[config.mk]
export PLATFORM = sky130hd
export DESIGN_NAME = scad_ctrl_map
export DESIGN_NICKNAME = d
export VERILOG_FILES = /design/src/scad_pkg.sv /design/src/scad_page_xlat.sv /design/src/scad_ctrl_map.sv
export VERILOG_INCLUDE_DIRS = /design/src
export SDC_FILE = /design/constraint.sdc
export NUM_CORES = 1
export LEC_CHECK = 0
export ABC_AREA = 1
export ABC_CLOCK_PERIOD_IN_PS = 1400
export BUFFER_PORTS_ARGS = -buffer_cell sky130_fd_sc_hd__buf_2
export CORE_AREA = 2 2 163 165
export DETAILED_ROUTE_END_ITERATION = 16
export DIE_AREA = 0 0 165 167
export GPL_TIMING_DRIVEN = 0
export SYNTH_ARGS = -nofsm -noshare
export SYNTH_HDL_FRONTEND = slang
export SYNTH_SLANG_ARGS = --single-unit
[constraint.sdc]
create_clock -name sys_clk -period 1.4 [get_ports sys_clk]
set_input_delay 0.28 -clock sys_clk [delete_from_list [all_inputs] [get_ports sys_clk]]
set_output_delay 0.28 -clock sys_clk [all_outputs]
set_load 0.02 [all_outputs]
[src/scad_map.svh]
// Address map, field positions and reset values for the stream controller address map
`ifndef SCAD_MAP_SVH
`define SCAD_MAP_SVH
`define SCAD_ENG0_BASE 12'h000
`define SCAD_ENG1_BASE 12'h400
`define SCAD_ENG_SIZE 12'h400
`define SCAD_PAGE_OFS 12'h800
`define SCAD_BUILD_OFS 12'h804
`define SCAD_PAGE_RESET 32'h0000_0000
`define SCAD_PAGE_LSB 0
`define SCAD_PAGE_MSB 14
`define SCAD_HOST_AW 17
`define SCAD_EXT_AW 32
`define SCAD_BI_REV_LSB 0
`define SCAD_BI_CHAN_LSB 8
`define SCAD_BI_DW_LSB 16
`define SCAD_BI_LEN_LSB 24
`define SCAD_BI_SG_BIT 31
`define SCAD_RESP_OKAY 2'h0
`define SCAD_RESP_SLVERR 2'h2
`endif

[src/scad_pkg.sv]
// Types shared by the stream controller address map
`default_nettype none
package scad_pkg;
  typedef enum logic [1:0] {
    SCAD_TGT_ENG0 = 2'h0,
    SCAD_TGT_ENG1 = 2'h1,
    SCAD_TGT_LOCAL = 2'h3
  } scad_tgt_t;

  // AXI4-Lite request toward one engine register window
  typedef struct packed {
    logic [11:0] awaddr;
    logic awvalid;
    logic [31:0] wdata;
    logic [3:0] wstrb;
    logic wvalid;
    logic bready;
    logic [11:0] araddr;
    logic arvalid;
    logic rready;
  } scad_lite_req_t;

  // AXI4-Lite answer from one engine register window
  typedef struct packed {
    logic awready;
    logic wready;
    logic [1:0] bresp;
    logic bvalid;
    logic arready;
    logic [31:0] rdata;
    logic [1:0] rresp;
    logic rvalid;
  } scad_lite_rsp_t;
endpackage
`default_nettype wire

[src/scad_page_xlat.sv]
// Page translation from the host memory port address to the external address
`include "scad_map.svh"
`timescale 1ns/1ps
`default_nettype none
module scad_page_xlat #(
  parameter int HOST_AW = `SCAD_HOST_AW,
  parameter int EXT_AW = `SCAD_EXT_AW
) (
  // Page value
  input wire logic [EXT_AW-HOST_AW-1:0] page,
  // Addresses
  input wire logic [HOST_AW-1:0] host_addr,
  output logic [EXT_AW-1:0] ext_addr
);
  // Low bits pass straight through; a page is one 2^HOST_AW byte window
  assign ext_addr = {page, host_addr};
endmodule
`default_nettype wire

[src/scad_ctrl_map.sv]
// Control-port decode, page register, build info and host address widening
`include "scad_map.svh"
`timescale 1ns/1ps
`default_nettype none
// Summary of operation
// - Control byte offsets 0 to 1023 go to the first transfer engine's registers.
// - Control byte offsets 1024 to 2047 go to the second transfer engine's registers.
// - A write-only page register sits at byte offset 2048 and reads back as zero.
// - A read-only build info register sits at byte offset 2052 and ignores writes.
// - External address bits 31:17 come from page register bits 14:0.
// - The 17-bit host address passes unchanged as the low external address bits.
// - Build info bits 7:0 give the revision and bits 15:8 the channel count.
// - Build info bits 23:16 give stream data width and bits 30:24 length register width.
// - Build info bit 31 is 0 for simple DMA and 1 for scatter/gather DMA.
// - Two independent engines run in direct register mode behind their windows.
// - The control port is an AXI4-Lite slave with 12-bit address and 32-bit data.
// - The external memory port is an AXI4 master with 32-bit address and 128-bit data.
// - The host memory port is an AXI4 slave with 17 address bits and 32 data bits.
module scad_ctrl_map
  import scad_pkg::*;
#(
  parameter logic [7:0] REVISION = 8'h01, // Arbitrary value
  parameter logic [7:0] NUM_CHANNELS = 8'h02,
  parameter logic [7:0] STREAM_WIDTH = 8'h20,
  parameter logic [6:0] LEN_WIDTH = 7'h17,
  parameter logic SCATTER_GATHER = 1'b0
) (
  // Clock and reset
  input wire logic sys_clk,
  input wire logic arst_n,
  // Control AXI4-Lite slave
  input wire logic [11:0] s_awaddr,
  input wire logic [2:0] s_awprot,
  input wire logic s_awvalid,
  output logic s_awready,
  input wire logic [31:0] s_wdata,
  input wire logic [3:0] s_wstrb,
  input wire logic s_wvalid,
  output logic s_wready,
  output logic [1:0] s_bresp,
  output logic s_bvalid,
  input wire logic s_bready,
  input wire logic [11:0] s_araddr,
  input wire logic [2:0] s_arprot,
  input wire logic s_arvalid,
  output logic s_arready,
  output logic [31:0] s_rdata,
  output logic [1:0] s_rresp,
  output logic s_rvalid,
  input wire logic s_rready,
  // Transfer engine register windows
  output scad_pkg::scad_lite_req_t eng0_req,
  input wire scad_pkg::scad_lite_rsp_t eng0_rsp,
  output scad_pkg::scad_lite_req_t eng1_req,
  input wire scad_pkg::scad_lite_rsp_t eng1_rsp,
  // Host memory port address widening
  input wire logic [`SCAD_HOST_AW-1:0] host_awaddr,
  input wire logic [`SCAD_HOST_AW-1:0] host_araddr,
  output logic [`SCAD_EXT_AW-1:0] ext_awaddr,
  output logic [`SCAD_EXT_AW-1:0] ext_araddr
);
  import scad_pkg::*;

  localparam int PW = `SCAD_EXT_AW - `SCAD_HOST_AW;

  // ==========================================================================
  // Target decode
  // ==========================================================================
  function automatic scad_tgt_t decode(input logic [11:0] a);
    scad_tgt_t t;
    if (a < `SCAD_ENG1_BASE) begin
      t = SCAD_TGT_ENG0;
    end else if (a < `SCAD_PAGE_OFS) begin
      t = SCAD_TGT_ENG1;
    end else begin
      t = SCAD_TGT_LOCAL;
    end
    return t;
  endfunction

  // Write channel: one transaction at a time, address and data taken together
  typedef enum logic [1:0] {
    WR_IDLE = 2'b00,
    WR_FWD = 2'b01,
    WR_RESP = 2'b11
  } scad_wr_t;
  typedef enum logic [1:0] {
    RD_IDLE = 2'b00,
    RD_FWD = 2'b01,
    RD_RESP = 2'b11
  } scad_rd_t;

  scad_wr_t wr_q;
  scad_rd_t rd_q;
  scad_tgt_t wtgt_q;
  scad_tgt_t rtgt_q;
  logic [11:0] waddr_q;
  logic [31:0] wdata_q;
  logic [3:0] wstrb_q;
  logic aw_sent_q;
  logic w_sent_q;
  logic [11:0] raddr_q;
  logic ar_sent_q;
  logic [1:0] bresp_q;
  logic [31:0] rdata_q;
  logic [1:0] rresp_q;
  logic [PW-1:0] page_q;
  logic [31:0] build_info;
  logic wr_take;
  logic rd_take;
  scad_lite_rsp_t wrsp;
  scad_lite_rsp_t rrsp;

  // Waiting for both halves keeps the slave simple at the cost of overlap
  assign wr_take = (wr_q == WR_IDLE) && s_awvalid && s_wvalid;
  assign rd_take = (rd_q == RD_IDLE) && s_arvalid;
  assign s_awready = wr_take;
  assign s_wready = wr_take;
  assign s_arready = rd_take;
  assign s_bvalid = (wr_q == WR_RESP);
  assign s_bresp = bresp_q;
  assign s_rvalid = (rd_q == RD_RESP);
  assign s_rdata = rdata_q;
  assign s_rresp = rresp_q;

  assign build_info = {SCATTER_GATHER, LEN_WIDTH, STREAM_WIDTH, NUM_CHANNELS,
                       REVISION};

  assign wrsp = (wtgt_q == SCAD_TGT_ENG1) ? eng1_rsp : eng0_rsp;
  assign rrsp = (rtgt_q == SCAD_TGT_ENG1) ? eng1_rsp : eng0_rsp;

  // ==========================================================================
  // Engine window requests
  // ==========================================================================
  // Window-relative offsets; each engine sees its own 1 kB space from zero
  always_comb begin
    eng0_req = '0;
    eng1_req = '0;
    if (wr_q == WR_FWD && wtgt_q == SCAD_TGT_ENG0) begin
      eng0_req.awaddr = waddr_q - `SCAD_ENG0_BASE;
      eng0_req.awvalid = !aw_sent_q;
      eng0_req.wdata = wdata_q;
      eng0_req.wstrb = wstrb_q;
      eng0_req.wvalid = !w_sent_q;
      eng0_req.bready = 1'b1;
    end else if (wr_q == WR_FWD && wtgt_q == SCAD_TGT_ENG1) begin
      eng1_req.awaddr = waddr_q - `SCAD_ENG1_BASE;
      eng1_req.awvalid = !aw_sent_q;
      eng1_req.wdata = wdata_q;
      eng1_req.wstrb = wstrb_q;
      eng1_req.wvalid = !w_sent_q;
      eng1_req.bready = 1'b1;
    end
    if (rd_q == RD_FWD && rtgt_q == SCAD_TGT_ENG0) begin
      eng0_req.araddr = raddr_q - `SCAD_ENG0_BASE;
      eng0_req.arvalid = !ar_sent_q;
      eng0_req.rready = 1'b1;
    end else if (rd_q == RD_FWD && rtgt_q == SCAD_TGT_ENG1) begin
      eng1_req.araddr = raddr_q - `SCAD_ENG1_BASE;
      eng1_req.arvalid = !ar_sent_q;
      eng1_req.rready = 1'b1;
    end
  end

  // ==========================================================================
  // Write path
  // ==========================================================================
  always_ff @(posedge sys_clk or negedge arst_n) begin
    if (!arst_n) begin
      wr_q <= WR_IDLE;
      wtgt_q <= SCAD_TGT_LOCAL;
      waddr_q <= 12'h000;
      wdata_q <= 32'h0000_0000;
      wstrb_q <= 4'h0;
      aw_sent_q <= 1'b0;
      w_sent_q <= 1'b0;
      bresp_q <= `SCAD_RESP_OKAY;
    end else begin
      case (wr_q)
        WR_IDLE: begin
          if (wr_take) begin
            waddr_q <= s_awaddr;
            wdata_q <= s_wdata;
            wstrb_q <= s_wstrb;
            wtgt_q <= decode(s_awaddr);
            aw_sent_q <= 1'b0;
            w_sent_q <= 1'b0;
            bresp_q <= `SCAD_RESP_OKAY;
            wr_q <= (decode(s_awaddr) == SCAD_TGT_LOCAL) ? WR_RESP : WR_FWD;
          end
        end
        WR_FWD: begin
          if (wrsp.awready) begin
            aw_sent_q <= 1'b1;
          end
          if (wrsp.wready) begin
            w_sent_q <= 1'b1;
          end
          if (wrsp.bvalid) begin
            bresp_q <= wrsp.bresp;
            wr_q <= WR_RESP;
          end
        end
        WR_RESP: begin
          if (s_bready) begin
            wr_q <= WR_IDLE;
          end
        end
        default: begin
          wr_q <= WR_IDLE;
        end
      endcase
    end
  end

  // ==========================================================================
  // Page register
  // ==========================================================================
  // Only the low PW bits are kept; upper bits of the written word are dropped
  always_ff @(posedge sys_clk or negedge arst_n) begin
    if (!arst_n) begin
      page_q <= PW'(`SCAD_PAGE_RESET);
    end else if (wr_take && s_awaddr[11:2] == 10'(`SCAD_PAGE_OFS >> 2)) begin
      if (s_wstrb[0]) begin
        page_q[7:0] <= s_wdata[7:0];
      end
      if (s_wstrb[1]) begin
        page_q[PW-1:8] <= s_wdata[`SCAD_PAGE_MSB:8];
      end
    end
  end

  // ==========================================================================
  // Read path
  // ==========================================================================
  always_ff @(posedge sys_clk or negedge arst_n) begin
    if (!arst_n) begin
      rd_q <= RD_IDLE;
      rtgt_q <= SCAD_TGT_LOCAL;
      raddr_q <= 12'h000;
      ar_sent_q <= 1'b0;
      rdata_q <= 32'h0000_0000;
      rresp_q <= `SCAD_RESP_OKAY;
    end else begin
      case (rd_q)
        RD_IDLE: begin
          if (rd_take) begin
            raddr_q <= s_araddr;
            rtgt_q <= decode(s_araddr);
            ar_sent_q <= 1'b0;
            rresp_q <= `SCAD_RESP_OKAY;
            if (decode(s_araddr) != SCAD_TGT_LOCAL) begin
              rd_q <= RD_FWD;
            end else begin
              rd_q <= RD_RESP;
              if (s_araddr[11:2] == 10'(`SCAD_BUILD_OFS >> 2)) begin
                rdata_q <= build_info;
              end else begin
                rdata_q <= 32'h0000_0000;
              end
            end
          end
        end
        RD_FWD: begin
          if (rrsp.arready) begin
            ar_sent_q <= 1'b1;
          end
          if (rrsp.rvalid) begin
            rdata_q <= rrsp.rdata;
            rresp_q <= rrsp.rresp;
            rd_q <= RD_RESP;
          end
        end
        RD_RESP: begin
          if (s_rready) begin
            rd_q <= RD_IDLE;
          end
        end
        default: begin
          rd_q <= RD_IDLE;
        end
      endcase
    end
  end

  // ==========================================================================
  // Host address widening
  // ==========================================================================
  // Host keeps the page current before leaving it; nothing here checks that
  scad_page_xlat #(
    .HOST_AW(`SCAD_HOST_AW),
    .EXT_AW(`SCAD_EXT_AW)
  ) u_xlat_aw (
    .page(page_q),
    .host_addr(host_awaddr),
    .ext_addr(ext_awaddr)
  );

  scad_page_xlat #(
    .HOST_AW(`SCAD_HOST_AW),
    .EXT_AW(`SCAD_EXT_AW)
  ) u_xlat_ar (
    .page(page_q),
    .host_addr(host_araddr),
    .ext_addr(ext_araddr)
  );
endmodule
`default_nettype wire

## Word-level counts from Yosys, hierarchy flattened

Cells that the tools add are included.

| operators by class | value |
|---|---|
| bitwise operators | 0 |
| magnitude comparators | 4 |
| equality and inequality tests | 20 |
| multiply operators | 0 |
| reductions and logical operators | 29 |
| mux-type cells | 45 |
| add/sub/neg operators | 2 |
| shift-type cells | 0 |
| divide/modulo/power cells | 0 |

Operators by type and width:

| kind | number |
|---|---|
| 51-bit two-way mux | 3 |
| 32-bit two-way mux | 3 |
| 32-bit one-hot mux with 2 select lines | 1 |
| 14-bit two-way mux | 3 |
| 41-bit two-way mux | 1 |
| 2-bit two-way mux | 20 |
| 36-bit two-way mux | 1 |
| 29-bit two-way mux | 1 |
| 12-bit by 11-bit less-than comparator with 1-bit output (second input constant) | 2 |
| 12-bit less-than comparator (second input constant) | 2 |
| 12-bit by 11-bit subtractor with 12-bit output (second input constant) | 2 |
| 3-bit AND reduction | 7 |
| 10-bit == test (second input constant) | 2 |
| 2-bit != test (second input constant) | 9 |
| 2-bit one-hot mux with 3 select lines | 2 |
| 2-bit by 1-bit == test with 1-bit output (second input constant) | 4 |
| 1-bit logical AND | 8 |
| 2-bit logical NOT | 4 |
| 2-bit one-hot mux with 2 select lines | 2 |
| 2-bit AND reduction | 4 |
| 2-bit == test (second input constant) | 3 |
| 1-bit one-hot mux with 2 select lines | 3 |
| 1-bit two-way mux | 5 |
| 2-bit by 1-bit != test with 1-bit output (second input constant) | 2 |
| 3 further kinds | 6 |

| storage, ports and cells | value |
|---|---|
| bits in writable memories | 0 |
| output and inout bits | 235 |
| bits of input ports | 189 |
| bits in latches | 0 |
| logic and storage cells | 116 |
| memories kept | 0 |
| ROM bits | 0 |
| flip-flop bits (word level) | 122 |

## Logic depth before layout (Yosys ltp)

| logic depth | value |
|---|---|
| depth after elaboration | 9 |
| gate-level depth with buffers | 10 |
| gate-level depth less buffers | 9 |

## Hierarchy

A second synthesis with hierarchy kept.

| second synthesis, totals | value |
|---|---|
| cell total of the unflattened synthesis | 883 |
| area, all modules | 6643.9 µm² |

Modules (own cells, without submodules):

| module | seq. area each (µm²) | area an instance (µm²) | times used | cells an instance |
|---|---|---|---|---|
| scad_ctrl_map | 3057.9 | 6163.4 | 1 | 819 |
| scad_page_xlat | 0.0 | 240.2 | 2 | 32 |

## Worst setup path after synthesis

OpenSTA, ideal clock, no wires.

| timing | value |
|---|---|
| path type | reg-to-output |
| start | register wtgt_q[0] |
| end | output port eng1_req[55] (netlist name) |
| arrival time | 1.388 ns |
| path slack | -0.268 ns |
| cell stages (with the launch flop) | 6 |
| data required time | 1.120 ns |
| buffers on the path | 1 |
| cell sequence | dfstp_2 -> inv_1 -> nor2_2 -> nand2_1 -> clkbuf_1 -> nor2_1 |

RTL lines:

| what | line | text |
|---|---|---|
| start: declaration | scad_ctrl_map.sv:95 | `scad_tgt_t wtgt_q;` |
| start signal: assignment | scad_ctrl_map.sv:185 | `wtgt_q <= decode(s_awaddr);` |
| end: declaration | scad_ctrl_map.sv:54 | `output scad_pkg::scad_lite_req_t eng1_req,` |

==> results.json <==
{
  "ant_nets": 0,
  "r2r-start": "rtgt_q[1]",
  "layout.nets": 1570,
  "hold_viol_final": 0,
  "switching_share_pct": 44.2,
  "clockBufferDepth": 2,
  "areaGrowthSynthToFinish_pct": 99.9,
  "numCtsBuffers": 17,
  "synth_nets": 1078,
  "critical-path-max-stage-delay_ns": 0.55,
  "power.switching_mw": 12.0,
  "diodes": 0,
  "clkPwrFrac_pct": 15.9,
  "ir_drop_uv": 1270,
  "fp-row-count": 59,
  "ios": 424,
  "antenna_found_initial": 0,
  "cts.sinks": 122,
  "power_leakage_nw": 6.72,
  "fin_ws_ns": -0.617,
  "crit_fanout": 8,
  "grt_pass1_wl_mm": 40.1,
  "internal-power_mw": 15.2,
  "critPathArrivalTime_ns": 1.74,
  "cpMaxStageDelayCell": "dfstp_2",
  "stdcell_area_sq_mm": 0.0131,
  "syn_area_per_cell_sq_um": 7.39,
  "pre_cts_slack_ns": -0.580,
  "utilization_pct": 51.0,
  "cts_tree": "done",
  "max_slew_margin_pct": 60.7,
  "postPlaceCellArea_sq_mm": 0.00952,
  "htree_levels": 4,
  "fmax_mhz": 496,
  "slew_viol_final": 0,
  "maxCapViolCount": 0,
  "crit_top_cell": "nor2_4",
  "fp.dieW_um": 165,
  "worstPathRequired_ns": 1.12,
  "failed_checks": "negative setup slack",
  "hold_ws_ns": 0.0819,
  "drt_iter0_drc": 388,
  "hold_class": "in2reg",
  "cp-startpoint": "wtgt_q[0]",
  "drt_wl_total_mm": 27.9,
  "dpl.cell_count": 1606,
  "synthesis.area_sq_mm": 0.00657,
  "vias_per_cell": 4.42,
  "start_kind": "flop",
  "r2r_end": "s_rdata[24]",
  "core_sq_mm": 0.0258,
  "fin_skew_ns": 0.00926,
  "route.detailed.drc": 0,
  "p_seq_share_pct": 21.0,
  "tns_ns": -93.65,
  "grt_usage_pct": 18.9,
  "grt_pass1_vias": 7588,
  "drt_pass1_iterations": 4,
  "netlist_instances": 889,
  "yosysUniqueCellTypes": 25,
  "combPwrFrac_pct": 63.1,
  "r2r_cells": 12,
  "grt_max_degree": 65,
  "fin_crit_ns": 2.02,
  "rsz0062_at_grt": "yes",
  "worstSkewPairLatency_ns": 0.41,
  "worst_pin_slew_ns": 0.590,
  "yosysWarnings": 0,
  "power_density_mw_per_mm2": 2070,
  "die-area_sq_mm": 0.0276,
  "drive_gt1_share_pct": 57.9,
  "post-route-period-util_pct": 144,
  "setup_viol": 232,
  "io_buffers": 381,
  "cp_cell_sequence": "inv_4 > nor2_4 > nand2_8 > clkbuf_8 > nor2_4 > buf_2",
  "clkTransAtPathRegs_ns": 0.06,
  "crit_type": "reg2out",
  "endpoint": "eng1_req[59]",
  "total_power_mw": 27.2,
  "gp_congestion": 0.869,
  "overflow": 0,
  "yosysSeqAreaShare_pct": 46.5,
  "worstSetupEndpointType": "output pin",
  "synth-seq-cells": 122,
  "dr_total_vias": 7644,
  "fp.dieH_um": 167,
  "start_util_pct": 25.5,
  "hpwlAfterDp_mm": 19.1,
  "cts_root_buf": "clkbuf_16",
  "status": "complete, but fails checks",
  "r2r_setup_slack_ns": -0.37,
  "stdcell_count": 1729,
  "wl_per_cell_um": 16.2
}
-- final cells by class --
| class | instances | area [sq um] |
|---|---|---|
| buffer | 90 | 978 |
| clock buffer | 18 | 429 |
| clock inverter | 14 | 148 |
| fill | 2303 | 12600 |
| inverter | 121 | 488 |
| multi-input combinational | 551 | 3590 |
| sequential | 122 | 3060 |
| tap | 335 | 419 |
| timing repair buffer | 478 | 4030 |
-- power groups by stage --
stage                     Combinational [mW]  Sequential (mW)  Clock [mW]
after floorplan                         6.92             5.98           0
after global placement                  10.3             5.64           0
after detailed placement                10.5             5.66           0
after CTS                               15.0             5.64        4.45
after global routing                    18.2             5.85        4.62
final                                   17.1             5.70        4.33
-- logic make-up (layout without fill, tap and decap cells) --
group           count (synthesis)  count (layout)  synth area share, %
simple gates                  425             425                 26.3
buf+inv                       216             721                 16.3
compound gates                126             126                 10.9
flops                         122             122                 46.5
-- state kept, by name, indices dropped and copies added, names as in the netlist, 2 cells and up --
| register | count |
|---|---|
| waddr_q | 12 |
| wtgt_q | 2 |
| page_q | 15 |
| wstrb_q | 4 |
| raddr_q | 12 |
| wr_q | 2 |
| rd_q | 2 |
| rtgt_q | 2 |
| s_rresp | 2 |
| wdata_q | 32 |
| s_rdata | 32 |
| s_bresp | 2 |
-- cell usage after synthesis, drive strengths merged --
| master | n | area (sq um) |
|---|---|---|
| a21oi | 5 | 25.0 |
| buf | 82 | 566 |
| clkbuf | 13 | 48.8 |
| dfrtp | 118 | 2950 |
| dfstp | 4 | 105 |
| inv | 121 | 454 |
| nand2 | 240 | 918 |
| nand3 | 17 | 95.1 |
| nand3b | 1 | 7.51 |
| nand4 | 17 | 106 |
| nor2 | 148 | 587 |
| o211ai | 27 | 203 |
| o21ai | 94 | 489 |
| or2 | 2 | 12.5 |
-- placed cells by master, fill, tap and decap left out, types with 6 or more instances in the layout --
cell type	synthesis	routed
nand2_4	1	9
o211ai_1	27	27
nand2_2	4	28
o21ai_2	5	19
o21ai_1	17	45
nor2_4	0	105
buf_4	55	120
inv_2	3	6
clkbuf_16	0	29
nand4_1	17	17
nand3_1	15	8
buf_8	0	29
nor2_2	6	11
nand3_4	0	8
nand2_1	235	200
inv_4	0	6
buf_12	0	18
inv_1	118	105
nor2_1	141	31
o21ai_0	72	29
buf_16	0	8
buf_6	3	138
buf_2	23	237
dfrtp_1	118	118
-- per-layer routing --
layer  GRT usage, %  wire length [um]  vias to the layer above
met3           4.48              1600                       58
met1           20.2             10200                     3593
met5              0                 0                        -
li1               -                 -                     3685
met4           8.70              1070                        0
met2           34.8             15100                      308
-- worst max-delay path: cells and delay by family (launching register included) --
family	cells	cell delay [ns]
simple gates	3	0.36
flops	1	0.55
buf+inv	3	0.42
-- repair_timing --
item | CTS | global route
cloned | 14 | 11
hold endpoints to repair | 56 | 0
buffers inserted | 41 | 34
resized for setup | 405 | 236
pin swaps | 27 | 34
endpoints found under the setup margin | 237 | 258
hold buffers | 1 | 0
-- worst min-delay path by stage --
stage / from / end / slack (ns) / cells past startpoint
6_report: s_wdata[24] / wdata_q[24] / 0.08 / 3
5_1_grt: s_wdata[24] / wdata_q[24] / 0.07 / 3
4_1_cts: s_wdata[21] / wdata_q[21] / 0.06 / 3
3_5_place_dp: arst_n / raddr_q[1] / 0.29 / 1
3_3_place_gp: s_rdata[9] / s_rdata[9] / 0.46 / 2
2_1_floorplan: arst_n / ar_sent_q / -0.02 / 0
No activity file was read; power rests on OpenSTA's default activity.
